### src/design/sfc_pkg.sv
package sfc_pkg;
   // Core clock rate and self-timed operation durations.
   localparam int CLK_MHZ = 200;
   localparam int XFER_TYP_US = 120;
   localparam int XFER_MAX_US = 250;
   localparam int EP_TYP_MS = 10;
   localparam int EP_MAX_MS = 20;
   localparam int P_TYP_MS = 7;
   localparam int P_MAX_MS = 14;
   localparam int XFER_CYC = XFER_TYP_US * CLK_MHZ;
   localparam int EP_CYC = EP_TYP_MS * 1000 * CLK_MHZ;
   localparam int P_CYC = P_TYP_MS * 1000 * CLK_MHZ;
   localparam int CNT_W = 22;

   // Serial command and status byte layout.
   localparam logic [7:0] OPC_STATUS = 8'h57;
   localparam int RDY_BIT = 7;
   localparam int COMP_BIT = 6;
   localparam int DENS_LSB = 3;
   localparam int DENS_W = 3;
   localparam logic [2:0] BIT_LAST = 3'h7;
   localparam logic [2:0] RSVD_VAL = 3'h0;

   // Reset values and pin bit positions.
   localparam logic MODE3_RST = 1'b1;
   localparam logic COMP_RST = 1'b0;
   localparam logic [3:0] PIN_IDLE = 4'hF;
   localparam int PIN_CS = 0;
   localparam int PIN_SCK = 1;
   localparam int PIN_SI = 2;
   localparam int PIN_RST = 3;

   typedef enum logic [1:0] {OP_XFER, OP_CMP, OP_ERPG, OP_PROG} sfc_op_e;
endpackage : sfc_pkg

### src/design/sfc_op_if.sv
`timescale 1ns/1ps
interface sfc_op_if;
   logic start;
   sfc_pkg::sfc_op_e kind;
   logic busy;
   logic done;
   modport ctl (output start, output kind, input busy, input done);
   modport tmr (input start, input kind, output busy, output done);
endinterface : sfc_op_if

### src/design/sfc_status.sv
`timescale 1ns/1ps
// Behaviour
// - Status byte: ready bit 7, compare mismatch bit 6, density code 5..3.
// - Reset pin low aborts the running operation and idles the logic.
// - Reset holds while the pin stays low; operation resumes after it rises.
// - Power-on reset is internal; the reset pin needs no power-on sequence.
// - Open-drain ready/busy pin is driven low only during self-timed work.
// - Busy covers programming, compare and page-to-buffer transfer.
// - While busy, array and active buffer are blocked; other buffer is free.
// - After reset the clock mode is 3 and the serial output floats.
// - No instruction is taken until chip select falls after reset.
// - Each chip select fall samples idle clock level: low mode 0, high 3.
// - Serial input bits are captured on the rising clock edge.
// - Transfer or compare ends within 250 us, typically 120 us.
// - Erase-program ends within 20 ms; program-only within 14 ms.
// - Ready bit is one when idle, zero while busy.
// - Compare bit clears on a matching compare and sets on any mismatch.
// - Opcode 57H streams the status byte MSB first, repeating while selected.
module sfc_status #(
   parameter int unsigned XFER_CYC = sfc_pkg::XFER_CYC,
   parameter int unsigned EP_CYC = sfc_pkg::EP_CYC,
   parameter int unsigned P_CYC = sfc_pkg::P_CYC,
   // Arbitrary neutral density code; set per product.
   parameter logic [sfc_pkg::DENS_W-1:0] DENSITY_CODE = 3'h5
) (
   input wire logic MCLK,
   input wire logic RST,
   input wire logic RESET_N,
   input wire logic CS_N,
   input wire logic SCK,
   input wire logic SI,
   output logic SO_O,
   output logic SO_OE,
   output logic RDY_N_O,
   output logic RDY_N_OE,
   input wire logic OP_START,
   input wire sfc_pkg::sfc_op_e OP_KIND,
   input wire logic OP_BUF,
   input wire logic CMP_MISMATCH,
   output logic OP_ACCEPT,
   output logic ARRAY_BLOCK,
   output logic [1:0] BUF_BLOCK,
   output logic MODE3,
   output logic [7:0] STATUS_BYTE
);
   typedef enum {S_UNARMED, S_DESEL, S_CMD, S_STAT, S_OTHER} sfc_sstate_e;

   logic [3:0] pin_raw;
   logic [3:0] pin_meta;
   logic [3:0] pin_sync;
   logic cs_s;
   logic sck_s;
   logic si_s;
   logic rst_int;

   sfc_op_if op ();

   // Two flops per pin; only the second stage feeds any logic.
   assign pin_raw = {RESET_N, SI, SCK, CS_N};
   genvar gi;
   generate
      for (gi = 0; gi < 4; gi++) begin : g_sync
         always_ff @(posedge MCLK) begin
            if (RST) begin
               pin_meta[gi] <= sfc_pkg::PIN_IDLE[gi];
               pin_sync[gi] <= sfc_pkg::PIN_IDLE[gi];
            end else begin
               pin_meta[gi] <= pin_raw[gi];
               pin_sync[gi] <= pin_meta[gi];
            end
         end
      end
   endgenerate

   assign cs_s = pin_sync[sfc_pkg::PIN_CS];
   assign sck_s = pin_sync[sfc_pkg::PIN_SCK];
   assign si_s = pin_sync[sfc_pkg::PIN_SI];
   // The pin reset is level sensitive, so it holds everything for as long
   // as it stays low and releases on the first cycle it reads high.
   assign rst_int = RST | ~pin_sync[sfc_pkg::PIN_RST];

   // Self-timed operation control.
   sfc_pkg::sfc_op_e cur_kind;
   sfc_pkg::sfc_op_e next_kind;
   logic cur_buf;
   logic next_buf;
   logic comp;
   logic next_comp;
   logic [1:0] blk;
   logic [1:0] next_blk;
   logic accept;

   // A start while busy is dropped rather than queued.
   assign accept = OP_START & ~op.busy;
   assign op.start = accept;
   assign op.kind = OP_KIND;

   always_comb begin
      next_kind = cur_kind;
      next_buf = cur_buf;
      next_comp = comp;
      next_blk = blk;
      if (accept) begin
         next_kind = OP_KIND;
         next_buf = OP_BUF;
         next_blk = OP_BUF ? 2'h2 : 2'h1;
      end else if (op.done) begin
         next_blk = 2'h0;
         if (cur_kind == sfc_pkg::OP_CMP) begin
            next_comp = CMP_MISMATCH;
         end
      end
   end

   always_ff @(posedge MCLK) begin
      if (rst_int) begin
         cur_kind <= sfc_pkg::OP_XFER;
         cur_buf <= 1'b0;
         comp <= sfc_pkg::COMP_RST;
         blk <= 2'h0;
      end else begin
         cur_kind <= next_kind;
         cur_buf <= next_buf;
         comp <= next_comp;
         blk <= next_blk;
      end
   end

   sfc_op_timer #(
      .XFER_CYC(XFER_CYC),
      .EP_CYC(EP_CYC),
      .P_CYC(P_CYC)
   ) u_timer (
      .clk(MCLK),
      .rst(rst_int),
      .op(op.tmr)
   );

   // Serial side: edges are found on the synchronised pins.
   sfc_sstate_e state;
   sfc_sstate_e next_state;
   logic cs_q;
   logic sck_q;
   logic mode3;
   logic next_mode3;
   logic [7:0] sh;
   logic [7:0] next_sh;
   logic [7:0] sh_in;
   logic [2:0] bitcnt;
   logic [2:0] next_bitcnt;
   logic [2:0] stidx;
   logic [2:0] next_stidx;
   logic so_d;
   logic next_so_d;
   logic so_oe;
   logic next_so_oe;
   logic [7:0] status;
   logic [7:0] next_status;
   logic cs_fall;
   logic sck_rise;
   logic sck_fall;

   assign cs_fall = cs_q & ~cs_s;
   assign sck_rise = ~sck_q & sck_s;
   assign sck_fall = sck_q & ~sck_s;
   assign sh_in = {sh[6:0], si_s};

   always_comb begin
      next_status = {~op.busy, comp, DENSITY_CODE,
                     sfc_pkg::RSVD_VAL};
      next_state = state;
      next_mode3 = mode3;
      next_sh = sh;
      next_bitcnt = bitcnt;
      next_stidx = stidx;
      next_so_d = so_d;
      next_so_oe = so_oe;
      if (cs_fall) begin
         next_mode3 = sck_s;
         next_state = S_CMD;
         next_bitcnt = 3'h0;
         next_so_oe = 1'b0;
      end else if (cs_s) begin
         next_so_oe = 1'b0;
         if (state != S_UNARMED) begin
            next_state = S_DESEL;
         end
      end else begin
         case (state)
            S_CMD: begin
               if (sck_rise) begin
                  next_sh = sh_in;
                  next_bitcnt = bitcnt + 3'h1;
                  if (bitcnt == sfc_pkg::BIT_LAST) begin
                     if (sh_in == sfc_pkg::OPC_STATUS) begin
                        next_state = S_STAT;
                        next_stidx = sfc_pkg::BIT_LAST;
                     end else begin
                        next_state = S_OTHER;
                     end
                  end
               end
            end
            S_STAT: begin
               // Shifting on the falling edge suits both clock modes.
               if (sck_fall) begin
                  next_so_d = status[stidx];
                  next_so_oe = 1'b1;
                  next_stidx = stidx - 3'h1;
               end
            end
            S_UNARMED, S_DESEL, S_OTHER: begin
               next_so_oe = so_oe;
            end
            default: next_state = S_UNARMED;
         endcase
      end
   end

   always_ff @(posedge MCLK) begin
      if (rst_int) begin
         state <= S_UNARMED;
         // The edge history tracks the pins through reset, so a select
         // held low across a pin reset is never taken for a fresh fall.
         cs_q <= cs_s;
         sck_q <= sck_s;
         mode3 <= sfc_pkg::MODE3_RST;
         sh <= 8'h00;
         bitcnt <= 3'h0;
         stidx <= sfc_pkg::BIT_LAST;
         so_d <= 1'b0;
         so_oe <= 1'b0;
         status <= 8'h00;
      end else begin
         state <= next_state;
         cs_q <= cs_s;
         sck_q <= sck_s;
         mode3 <= next_mode3;
         sh <= next_sh;
         bitcnt <= next_bitcnt;
         stidx <= next_stidx;
         so_d <= next_so_d;
         so_oe <= next_so_oe;
         status <= next_status;
      end
   end

   assign SO_O = so_d;
   assign SO_OE = so_oe;
   assign RDY_N_O = 1'b0;
   assign RDY_N_OE = op.busy;
   assign OP_ACCEPT = accept;
   assign ARRAY_BLOCK = op.busy;
   assign BUF_BLOCK = blk;
   assign MODE3 = mode3;
   assign STATUS_BYTE = status;
endmodule : sfc_status

### src/design/sfc_op_timer.sv
`timescale 1ns/1ps
module sfc_op_timer #(
   parameter int unsigned XFER_CYC = sfc_pkg::XFER_CYC,
   parameter int unsigned EP_CYC = sfc_pkg::EP_CYC,
   parameter int unsigned P_CYC = sfc_pkg::P_CYC
) (
   input wire logic clk,
   input wire logic rst,
   sfc_op_if.tmr op
);
   typedef enum {T_IDLE, T_RUN} sfc_tstate_e;

   sfc_tstate_e state;
   sfc_tstate_e next_state;
   logic [sfc_pkg::CNT_W-1:0] cnt;
   logic [sfc_pkg::CNT_W-1:0] next_cnt;

   function automatic logic [sfc_pkg::CNT_W-1:0] load_of(
      sfc_pkg::sfc_op_e k);
      case (k)
         sfc_pkg::OP_ERPG: load_of = sfc_pkg::CNT_W'(EP_CYC - 1);
         sfc_pkg::OP_PROG: load_of = sfc_pkg::CNT_W'(P_CYC - 1);
         default: load_of = sfc_pkg::CNT_W'(XFER_CYC - 1);
      endcase
   endfunction : load_of

   always_comb begin
      next_state = state;
      next_cnt = cnt;
      case (state)
         T_IDLE: begin
            if (op.start) begin
               next_state = T_RUN;
               next_cnt = load_of(op.kind);
            end
         end
         T_RUN: begin
            if (cnt == '0) begin
               next_state = T_IDLE;
            end else begin
               next_cnt = cnt - 1'b1;
            end
         end
         default: next_state = T_IDLE;
      endcase
   end

   always_ff @(posedge clk) begin
      if (rst) begin
         state <= T_IDLE;
         cnt <= '0;
      end else begin
         state <= next_state;
         cnt <= next_cnt;
      end
   end

   assign op.busy = (state == T_RUN);
   assign op.done = (state == T_RUN) && (cnt == '0);
endmodule : sfc_op_timer

### config.mk
export PLATFORM = sky130hd
export DESIGN_NAME = sfc_status
export DESIGN_NICKNAME = d
export VERILOG_FILES = /design/src/design/sfc_pkg.sv /design/src/design/sfc_op_if.sv /design/src/design/sfc_status.sv /design/src/design/sfc_op_timer.sv
export SDC_FILE = /design/constraint.sdc
export NUM_CORES = 1
export LEC_CHECK = 0
export BUFFER_PORTS_ARGS = -buffer_cell sky130_fd_sc_hd__buf_2
export CORE_ASPECT_RATIO = 0.75
export CORE_MARGIN = 2
export CORE_UTILIZATION = 46
export CTS_CLUSTER_DIAMETER = 120
export DETAILED_ROUTE_END_ITERATION = 8
export PLACE_DENSITY = 0.69
export SYNTH_ARGS = -nofsm -noshare
export SYNTH_HDL_FRONTEND = slang
export SYNTH_SLANG_ARGS = --single-unit
### constraint.sdc
create_clock -name MCLK -period 5 [get_ports MCLK]
set_input_delay 0.25 -clock MCLK [delete_from_list [all_inputs] [get_ports MCLK]]
set_output_delay 0.25 -clock MCLK [all_outputs]
set_load 0.1 [all_outputs]
==> results.tsv, run 1 <==
metric	value	unit
Synth top area share	0.411	
f_max	330	MHz
worst reg2reg setup slack	1.97	ns
prevailing post-synth register cell	dfxtp_1	
peak supply drop	207	uV
maxcap violations	0	
Post-route DRC	0	
clock latency on the worst-skew pair	0.34	ns
Synth Area in Compound Gates	0.195	
Design Power	1250	uW
Synth Register Bits	60	
largest family of logic cells by synthesized area	simple AND/OR/NAND/NOR gates	
first-pass GRT wire length	10500	um
core area	6220	um2
final wirelength	6280	um
P_sw	400	uW
dpl hpwl	4350	um
largest net degree at the start of global routing	31	
Vias	2503	
Worst Path Arrival	3.28	ns
Pre-antenna DRT Iters	5	
Final #Nets	371	
WL/cell	14.2	um
CTS Hold Bufs	0	
Tmin final	3.03	ns
die area	7020	um2
layout cells sized above 1	0.152	
WS Path Type	reg2reg	
async set-reset flop share out of synthesis	0	
n_diodes	0	
initial drt markers	210	
Worst setup EP type	register	
Area Growth Syn to Fin	11.4	%
CP required	5.25	ns
setup repair bufs after CTS	0	
sequential power share	0.430	
Clk pin slew, worst setup/hold paths	0.07	ns
Comb pwr share	0.182	
initial antenna violation count	0	
Worst Skew	0.00877	ns
number of global-route vias before repair	2132	
leakage	0.00133	uW
hold crit path type	in2reg	
Cell Rows	25	
Rel. slew slack	0.295	
Clk pwr share	0.388	
setup_tns	0	ns
Synth Area in Simple Gates	0.261	
maximum fanout along the worst path	30	
Sw Ratio	0.320	
gr usage total	0.193	
top post-synthesis cells by area	dfxtp_1, nor2_1, o21ai_0	
Pwr Density	384	nW/um2
Post-Syn Area	2920	um2
Starting Density	0.470	
area leader, netlist	dfxtp_1	
Hold Vio Cnt, Final	0	
Synth Area per Inst	8.57	um2
Antenna Nets Post-Route	0	
Bufs on Longest Clock Path	2	
CTS Sinks	60	
final core occ	0.523	
total global routing overflow	0	
post-synthesis adder-cell area fraction	0.0171	
Post-Synth XOR/XNOR Area	0.0150	
synth unique cells	62	
Slew @ Worst Pin	1.06	ns
CTS Buf Count	9	
Critical Path Source Type	register	
H-tree levels	3	
routed vias/inst	5.66	
mux share of post-synthesis cell area	0.0454	
Synth Instances	341	
sequential-to-total area share from yosys stat	0.411	
setup violation total in the final timing report	0	
run status	finished, final reports clean	
Clock Tree Root	clkbuf_8	
Cell Int Power	851	uW
Port Buffers	22	
CTS tree	built	
crit share post-route	0.605	
Die W	96.1	um
number of synthesized flops with an enable pin	0	
RSZ-0062 raised after global routing	false	
synth warn	0	
Final Max Tran Viols	0	
Top Ports	28	
die height	73.0	um
post_cts resized	0	
gp weighted congestion	0.845	
placed cells by master (no fill, tap or decap), drive strengths merged, types with 4 or more instances in the layout:
| cell | n |
|---|---|
| nor3 | 15 |
| nor2 | 44 |
| ha | 4 |
| nand2 | 17 |
| dfxtp | 60 |
| buf | 22 |
| mux2i | 11 |
| clkbuf | 9 |
| nand4 | 5 |
| inv | 10 |
| o21ai | 24 |
| a21o | 4 |
| nand2b | 4 |
| conb | 5 |
| or2 | 8 |
| xor2 | 4 |
| a31oi | 8 |
| a21oi | 17 |
| nand3 | 12 |
| nor4 | 10 |
| a211oi | 7 |
cells by family after synthesis:
logic type | Yosys count
mux | 13
other cells | 1
compound gates | 87
fa+ha+maj | 4
buf+inv | 33
xor+xnor | 5
simple gates | 138
flops | 60
worst max-delay path, stage by stage (launching register included):
cell and delay (ns):
dfxtp_1 0.94, nand2b_1 0.53, clkinv_1 0.41, a2111o_1 0.46
o21ai_1 0.30, a21oi_1 0.08, nor3_1 0.23
power groups by stage:
stage                     Clock [uW]  Sequential (uW)  Combinational [uW]
after floorplan                    0              555                 178
after global placement             0              548                 222
after detailed placement           0              548                 225
after CTS                        494              537                 226
after global routing             516              542                 248
final                            486              538                 228
area by class of cell:
cell class,instances,area (um2)
sequential,60,1200
fill,586,2970
multi-input combinational,252,1580
clock buffer,9,124
timing repair buffer,22,110
tap,81,101
clock inverter,7,100
inverter,11,41.3
Yosys cell counts (all sizes together), types with 3 or more instances:
cell and instances:
mux2i 11, nor2b 3, xor2 4, or2 8
a21oi 17, nor4 10, clkbuf 10, or3 3
ha 4, dfxtp 60, nand4 5, nor3 15
nand2b 4, o31ai 3, a21o 4, inv 9
nand2 17, o2111ai 3, or4 3, o21a 3
a211oi 7, and3 3, a21boi 3, a31oi 8
nand3 12, buf 12, nor2 44, o21ai 24
final timing paths:
| path | from | to | cells after the start |
|---|---|---|---|
| setup / recovery | u_timer.state[0]$_SDFFE_PN0P_ | u_timer.cnt[12]$_SDFFE_PN0P_ | 6 |
| hold reg to reg | sck_s$_SDFF_PP1_ | sck_q$_DFF_P_ | 0 |
| hold / removal | RESET_N | pin_meta[3]$_SDFF_PP1_ | 2 |
| setup reg to reg | u_timer.state[0]$_SDFFE_PN0P_ | u_timer.cnt[12]$_SDFFE_PN0P_ | 6 |
through the flow:
step	area [um2]	hold slack (ns)	std cells	setup slack, ns
finish	3260	0.0905	442	1.97
global route	3260	0.0779	442	1.68
CTS	3260	0.0835	442	2.03
detailed placement	3030	0.387	426	2.04
global placement	3030	0.386	426	2.07
floorplan	2940	0.354	345	1.66
sequential cells by signal, summed over array words and instances (netlist names), 2 cells and up:
register / flops
stidx: 3
cur_kind: 2
bitcnt: 3
pin_meta: 4
state: 3
BUF_BLOCK: 2
u_timer.cnt: 22
sh: 7
STATUS_BYTE: 3
metal layers:
metal  part of all wire  GRT usage  vias up
met2               0.41      0.252       70
met4             0.0088     0.0460        0
li1                   -          -     1268
met5                  0          0        -
met3              0.067     0.0589        7
met1               0.52      0.304     1158
Note: power is estimated with default switching activity, not from simulation.
==> run 2: changes to the inputs <==
--- a/config.mk
+++ b/config.mk
@@ -5,13 +5,14 @@
 export SDC_FILE = /design/constraint.sdc
 export NUM_CORES = 1
 export LEC_CHECK = 0
+export ABC_AREA = 1
 export BUFFER_PORTS_ARGS = -buffer_cell sky130_fd_sc_hd__buf_2
 export CORE_ASPECT_RATIO = 0.75
 export CORE_MARGIN = 2
 export CORE_UTILIZATION = 46
 export CTS_CLUSTER_DIAMETER = 120
 export DETAILED_ROUTE_END_ITERATION = 8
-export PLACE_DENSITY = 0.69
+export PLACE_DENSITY = 0.72
 export SYNTH_ARGS = -nofsm -noshare
 export SYNTH_HDL_FRONTEND = slang
 export SYNTH_SLANG_ARGS = --single-unit
==> constraint.sdc (replaced) <==
create_clock -name MCLK -period 2.5 [get_ports MCLK]
set_input_delay 0.125 -clock MCLK [delete_from_list [all_inputs] [get_ports MCLK]]
set_output_delay 0.125 -clock MCLK [all_outputs]
set_load 0.1 [all_outputs]
==> run 2 against run 1 <==
Net effect: via count rose by 14%; area after synthesis increased by 4.8%; clock skew decreased by 0.0029 ns; sequential power up 100%; first-iteration DRC count fell by 21%; synthesized cell count increased by 30%; setup slack worse by 1.2 ns; count of clock-buffer cells in the layout increased by 2; largest power group unchanged.
==> results.tsv, run 2 <==
metric	value	unit	change
Bufs on Longest Clock Path	2		unchanged
Slew @ Worst Pin	0.521	ns	-0.537 ns
top post-synthesis cells by area	dfxtp_1, nand2_1, nor2_1		
Largest Register	u_timer.cnt		
leakage	0.00164	uW	+24%
post-place setup slack	0.747	ns	-1.30 ns
synth unique cells	35		-44%
crit path launch	u_timer.cnt[0]$_SDFFE_PN0P_		
Worst Path Arrival	2.01	ns	-1.27 ns
crit share post-route	0.708		+0.103
Post-synth top cells	nand2_1, nor2_1, dfxtp_1		
initial antenna violation count	0		unchanged
dpl hpwl	4910	um	+13%
sequential-to-total area share from yosys stat	0.392		-0.0189
Final #Nets	489		+32%
clock latency on the worst-skew pair	0.34	ns	about the same
slowest stage delay, CP	0.31	ns	-0.63 ns
f_max	565	MHz	+71%
Port Buffers	22		unchanged
most common cell in the netlist	nand2_1		
WL/cell	12.3	um	-13%
Synth Instances	445		+30%
total global routing overflow	0		unchanged
RSZ-0062 raised after global routing	false		
highest-count cells in the layout ignoring fill and taps	nand2_1, nor2_1, dfxtp_1		
Area Growth Syn to Fin	11.8	%	
Pwr Density	744	nW/um2	+94%
Tmin final	1.77	ns	-1.26 ns
Hold Vio Cnt, Final	0		unchanged
worst reg2reg setup slack	0.73	ns	-1.24 ns
worst hold path startpoint	RST		
Post-route DRC	0		unchanged
Worst path top cell family by delay	simple AND/OR/NAND/NOR gates		
setup_tns	0	ns	unchanged
async set-reset flop share out of synthesis	0		unchanged
Cell Rows	25		unchanged
final wirelength	6880	um	+9.6%
Placed Instances	540		+27%
peak supply drop	373	uV	+80%
CP Cell Sequence	inv_1 > ha_1 > nand2_2 > nor2_4 > nand3_4 > nand2_8 > nand2_4 > nand2_1 > inv_1 > nand2_1 > nand2_1		
Pre-antenna DRT Iters	5		unchanged
Hold Path Cell Cnt	2		unchanged
core area	6380	um2	+2.5%
Vias	2857		+14%
die height	74.7	um	+2.3%
reg2reg start	u_timer.cnt[0]$_SDFFE_PN0P_		
H-tree levels	3		unchanged
area leader, netlist	dfxtp_1		
most common cell after layout, fill and taps aside	nand2_1		
Antenna Nets Post-Route	0		unchanged
synth warn	0		unchanged
Worst R2R End	u_timer.cnt[16]$_SDFFE_PN0P_		
biggest regs	u_timer.cnt: 22 flops, sh: 7 flops, pin_meta: 4 flops		
first-pass GRT wire length	11600	um	+10%
Rel. slew slack	0.652		+0.356
Layout Cells excl Fill	560		+27%
gr usage total	0.198		+0.00471
CTS Buf Count	9		unchanged
Clk pin slew, worst setup/hold paths	0.07	ns	about the same
Top Ports	28		unchanged
run status	finished, final reports clean		
number of synthesized flops with an enable pin	0		unchanged
CP dominant cell by count	nand2_1		
n_diodes	0		unchanged
prevailing post-synth register cell	dfxtp_1		
final core occ	0.537		+0.0138
Synth top area share	0.392		-0.0189
worst hold margin	0.0624	ns	-0.0281 ns
layout cells sized above 1	0.150		-0.00204
die area	7340	um2	+4.6%
largest net degree at the start of global routing	21		-32%
CTS Sinks	60		unchanged
setup violation total in the final timing report	0		unchanged
CP required	2.74	ns	-2.51 ns
Die W	98.3	um	+2.3%
max reg flops	22		unchanged
Worst Skew	0.00588	ns	-0.00289 ns
Critical Path Source Type	register		
number of global-route vias before repair	2557		+20%
maximum fanout along the worst path	17		-43%
R2R depth	11		+5
initial drt markers	166		-21%
Synth Register Bits	60		unchanged
post_cts resized	0		unchanged
slowest stage cell, crit path	dfxtp_1		
Synth Area per Inst	6.89	um2	-20%
Worst setup EP type	register		
maxcap violations	0		unchanged
Post-Syn Area	3070	um2	+4.8%
Final Max Tran Viols	0		unchanged
hold crit path type	in2reg		
routed vias/inst	5.10		-9.9%
WS Path Type	reg2reg		
CTS tree	built		
Starting Density	0.480		+0.0106
Final WS setup	0.730	ns	-1.24 ns
Hold Path End	pin_meta[0]$_SDFF_PP1_		
gp weighted congestion	0.909		+7.5%
Clock Tree Root	clkbuf_8		
worst path bufs/invs	2		+1
[run 2: cell types whose count changed after synthesis, moves of 7 or more]
cell	previous run	this run
nand2_1	17	95
inv_1	9	55
mux2i_1	11	0
nor4_1	8	0
nor2_1	43	61
nand3_1	11	39
a31oi_1	8	1
[run 2: kinds of logic after synthesis]
kind of cell | Yosys count | synth area share
simple gates | 238 | 0.356
buf+inv | 74 | 0.109
compound gates | 61 | 0.106
flops | 60 | 0.392
xor+xnor | 7 | 0.0200
fa+ha+maj | 4 | 0.0163
other cells | 1 | 0.00122
[run 2: worst max-delay path by stage]
stage	depth (start not counted)	slack [ns]	end
2_1_floorplan	10	0.06	u_timer.cnt[12]$_SDFFE_PN0P_
3_3_place_gp	11	0.81	u_timer.cnt[16]$_SDFFE_PN0P_
3_5_place_dp	11	0.75	u_timer.cnt[16]$_SDFFE_PN0P_
4_1_cts	9	0.74	u_timer.cnt[12]$_SDFFE_PN0P_
5_1_grt	11	0.55	u_timer.cnt[1]$_SDFFE_PN0P_
6_report	11	0.73	u_timer.cnt[16]$_SDFFE_PN0P_
[run 2: area by class of cell]
| type | count | area [um2] |
|---|---|---|
| sequential | 60 | 1200 |
| tap | 81 | 101 |
| inverter | 57 | 214 |
| clock inverter | 5 | 36.3 |
| timing repair buffer | 31 | 188 |
| multi-input combinational | 315 | 1550 |
| fill | 648 | 2950 |
| clock buffer | 11 | 141 |
[run 2: what timing repair did]
action | CTS | global route
setup buffers | 0 | 0
hold endpoints to repair | 4 | 0
hold buffers | 4 | 0
[run 2: where the power goes]
part,total [uW],switching [uW],internal (uW)
logic,677,483,194
clock network,790,402,388
registers,1080,60.9,1020
[run 2: stage by stage]
step,total power [uW],instance area [um2]
floorplan,1650,3080
global placement,1750,3210
detailed placement,1770,3210
CTS,2560,3430
global route,2700,3430
finish,2550,3430
[run 2: worst reg2reg max path: cells and delay by family (launching register included)]
| family | cells | cell delay, ns |
|---|---|---|
| simple gates | 8 | 0.99 |
| fa+ha+maj | 1 | 0.23 |
| flops | 1 | 0.31 |
| buf+inv | 2 | 0.14 |
[run 2: metal layers]
metal / wire (um) / global-route usage / vias to the layer above / part of all wire
li1: - / - / 1464 / -
met1: 3380 / 0.261 / 1290 / 0.49
met2: 2940 / 0.320 / 91 / 0.43
met3: 484 / 0.0539 / 12 / 0.070
met4: 70 / 0.0685 / 0 / 0.010
met5: 0 / 0 / - / 0
==> run 3: changes to the inputs <==
--- a/config.mk
+++ b/config.mk
@@ -5,7 +5,7 @@
 export SDC_FILE = /design/constraint.sdc
 export NUM_CORES = 1
 export LEC_CHECK = 0
-export ABC_AREA = 1
+export ABC_AREA = 0
 export BUFFER_PORTS_ARGS = -buffer_cell sky130_fd_sc_hd__buf_2
 export CORE_ASPECT_RATIO = 0.75
 export CORE_MARGIN = 2
==> constraint.sdc (replaced) <==
create_clock -name MCLK -period 1.5 [get_ports MCLK]
set_input_delay 0.075 -clock MCLK [delete_from_list [all_inputs] [get_ports MCLK]]
set_output_delay 0.075 -clock MCLK [all_outputs]
set_load 0.1 [all_outputs]
==> run 3 against run 2 <==
Net effect: the flow now finishes with violations (setup timing); clock power is 68% higher; core utilization increased by 16 points; non-clock buffer count increased by 72; hold slack worse by 0.053 ns; critical path type unchanged; largest cell class unchanged.
==> results.tsv, run 3 (synthesized netlist as in run 1, its figures left out) <==
metric	value	unit	change
H-tree levels	3		unchanged
Port Buffers	22		unchanged
max reg flops	22		unchanged
CTS tree	built		
Largest Register	u_timer.cnt		
Die W	96.1	um	-2.2%
Clk pin slew, worst setup/hold paths	0.08	ns	about the same
total global routing overflow	0		unchanged
Hold Path Cell Cnt	3		+1
dpl hpwl	5280	um	+7.7%
failing checks	setup timing		
crit share post-route	1.26		+0.549
number of global-route vias before repair	2879		+13%
biggest regs	u_timer.cnt: 22 flops, sh: 7 flops, pin_meta: 4 flops		
setup_tns	-10.38	ns	-10.38 ns
critical path endpoint	u_timer.cnt[5]$_SDFFE_PN0P_		
hold crit path type	in2reg		
clock latency on the worst-skew pair	0.34	ns	about the same
Area Growth Syn to Fin	49.2	%	
Pwr Density	1030	nW/um2	+38%
n_diodes	0		unchanged
CTS Buf Count	9		unchanged
Antenna Nets Post-Route	0		unchanged
Crit path depth	6		-5
RSZ-0062 raised after global routing	true		
Bufs on Longest Clock Path	2		unchanged
setup violation total in the final timing report	41		+41
Worst Skew	0.00868	ns	+0.00281 ns
first-pass GRT wire length	13000	um	+12%
reg2reg start	u_timer.cnt[5]$_SDFFE_PN0P_		
fill cell count	414		-36%
Hold Vio Cnt, Final	0		unchanged
worst reg2reg setup slack	-0.39	ns	-1.12 ns
die area	7020	um2	-4.4%
maximum fanout along the worst path	6		-11
die height	73.0	um	-2.2%
Final #Nets	453		-7.4%
Vias	2976		+4.2%
WL/cell	15.8	um	+28%
register area	1220	um2	+1.3%
initial drt markers	198		+19%
met3 Resource Use GR	0.0558		+0.00193
layout cells sized above 1	0.447		+0.297
crit path launch	u_timer.cnt[5]$_SDFFE_PN0P_		
Top Ports	28		unchanged
Multi-input gate area	1990	um2	+29%
Tmin final	1.89	ns	+0.116 ns
core area	6220	um2	-2.5%
Pre-antenna DRT Iters	4		-1
worst path bufs/invs	1		-1
slowest stage cell, crit path	or4_4		
Worst Path Arrival	2.12	ns	+0.11 ns
Starting Density	0.470		-0.0106
f_max	530	MHz	-6.1%
initial antenna violation count	0		unchanged
GR Util met2	0.387		+0.0669
final wirelength	8270	um	+20%
Worst R2R End	u_timer.cnt[5]$_SDFFE_PN0P_		
CP required	1.74	ns	-1.00 ns
maxcap violations	0		unchanged
Worst setup EP type	register		
leakage	0.00180	uW	+9.8%
CTS Sinks	60		unchanged
Cell Rows	25		unchanged
Critical Path Source Type	register		
WS Path Type	reg2reg		
largest net degree at the start of global routing	28		+33%
gr usage total	0.238		+0.0398
Final WS setup	-0.386	ns	-1.12 ns
Final Max Tran Viols	0		unchanged
Worst path top cell family by delay	simple AND/OR/NAND/NOR gates		
peak supply drop	1040	uV	+180%
GRT busiest layer	met2		
gp weighted congestion	0.887		-2.4%
run status	finished, violations left		
worst hold margin	0.00914	ns	-0.0532 ns
highest-count cells in the layout ignoring fill and taps	buf_4, dfxtp_1, nor2_1		
most common cell after layout, fill and taps aside	buf_4		
slowest stage delay, CP	0.54	ns	+0.23 ns
CP Cell Sequence	or4_4 > buf_6 > nor3_4 > a21boi_2 > a311o_1 > and3_1		
GR Layer Usage met1	0.301		+0.0404
Clock Tree Root	clkbuf_8		
routed vias/inst	5.68		+11%
Post-route DRC	0		unchanged
R2R depth	6		-5
-- run 3: cell count changes in the layout (fill, tap and decap cells not counted), sizes merged, moves of 10 or more --
cell / change
nand2: -83
mux2i: +11
nor2: -26
nand3: -28
inv: -45
buf: +71
nor4: +10
-- run 3: power breakdown --
part | switching (uW) | internal [uW] | leakage (uW)
Sequential | 61.6 | 1680 | 0.000495
Clock | 711 | 618 | 0.0000870
Combinational | 830 | 579 | 0.00122
-- run 3: worst min-delay path, cell delays in order --
cell and delay, ns:
buf_2 0.10, mux2i_1 0.07, nor2_1 0.07
-- run 3: layout make-up --
type,instances,share of cell area
clock buffers,9,0.0284
clock inverters,7,0.0126
inverters,11,0.0123
multi-input cells,253,0.457
flip-flops and latches,60,0.279
well taps,81,0.0232
repair buffers,103,0.188
-- run 3: through the flow --
| step | util | setup WS, ns | area (um2) | power (uW) | instances |
|---|---|---|---|---|---|
| after floorplan | - | -0.387 | 3010 | 2480 | 345 |
| after global placement | 0.585 | -0.373 | 3640 | 2860 | 496 |
| after detailed placement | 0.585 | -0.435 | 3640 | 2880 | 496 |
| after CTS | 0.672 | -0.371 | 4180 | 4380 | 524 |
| after global routing | 0.701 | -0.437 | 4360 | 4660 | 524 |
| final | 0.701 | -0.386 | 4360 | 4480 | 524 |
-- run 3: what timing repair did --
action	in CTS	in global routing
setup buffers	6	4
resized for setup	66	42
hold buffers	5	0
hold endpoints to repair	5	0
pin swaps	23	24
gates cloned	1	0
setup endpoints to repair	44	44
-- run 3: metal layers --
layer | up-vias | part of all wire
met5 | - | 0
met4 | 0 | 0.021
met3 | 19 | 0.069
met2 | 108 | 0.48
met1 | 1412 | 0.43
li1 | 1437 | -
-- run 3: worst min path at each step --
| stage | to | slack (ns) | from |
|---|---|---|---|
| after floorplan | pin_meta[0]$_SDFF_PP1_ | 0.18 | CS_N |
| after global placement | pin_meta[3]$_SDFF_PP1_ | 0.26 | RESET_N |
| after detailed placement | pin_meta[0]$_SDFF_PP1_ | 0.26 | CS_N |
| after CTS | comp$_SDFFE_PN0P_ | 0.004 | CMP_MISMATCH |
| after global routing | comp$_SDFFE_PN0P_ | -0.003 | CMP_MISMATCH |
| final | comp$_SDFFE_PN0P_ | 0.009 | CMP_MISMATCH |
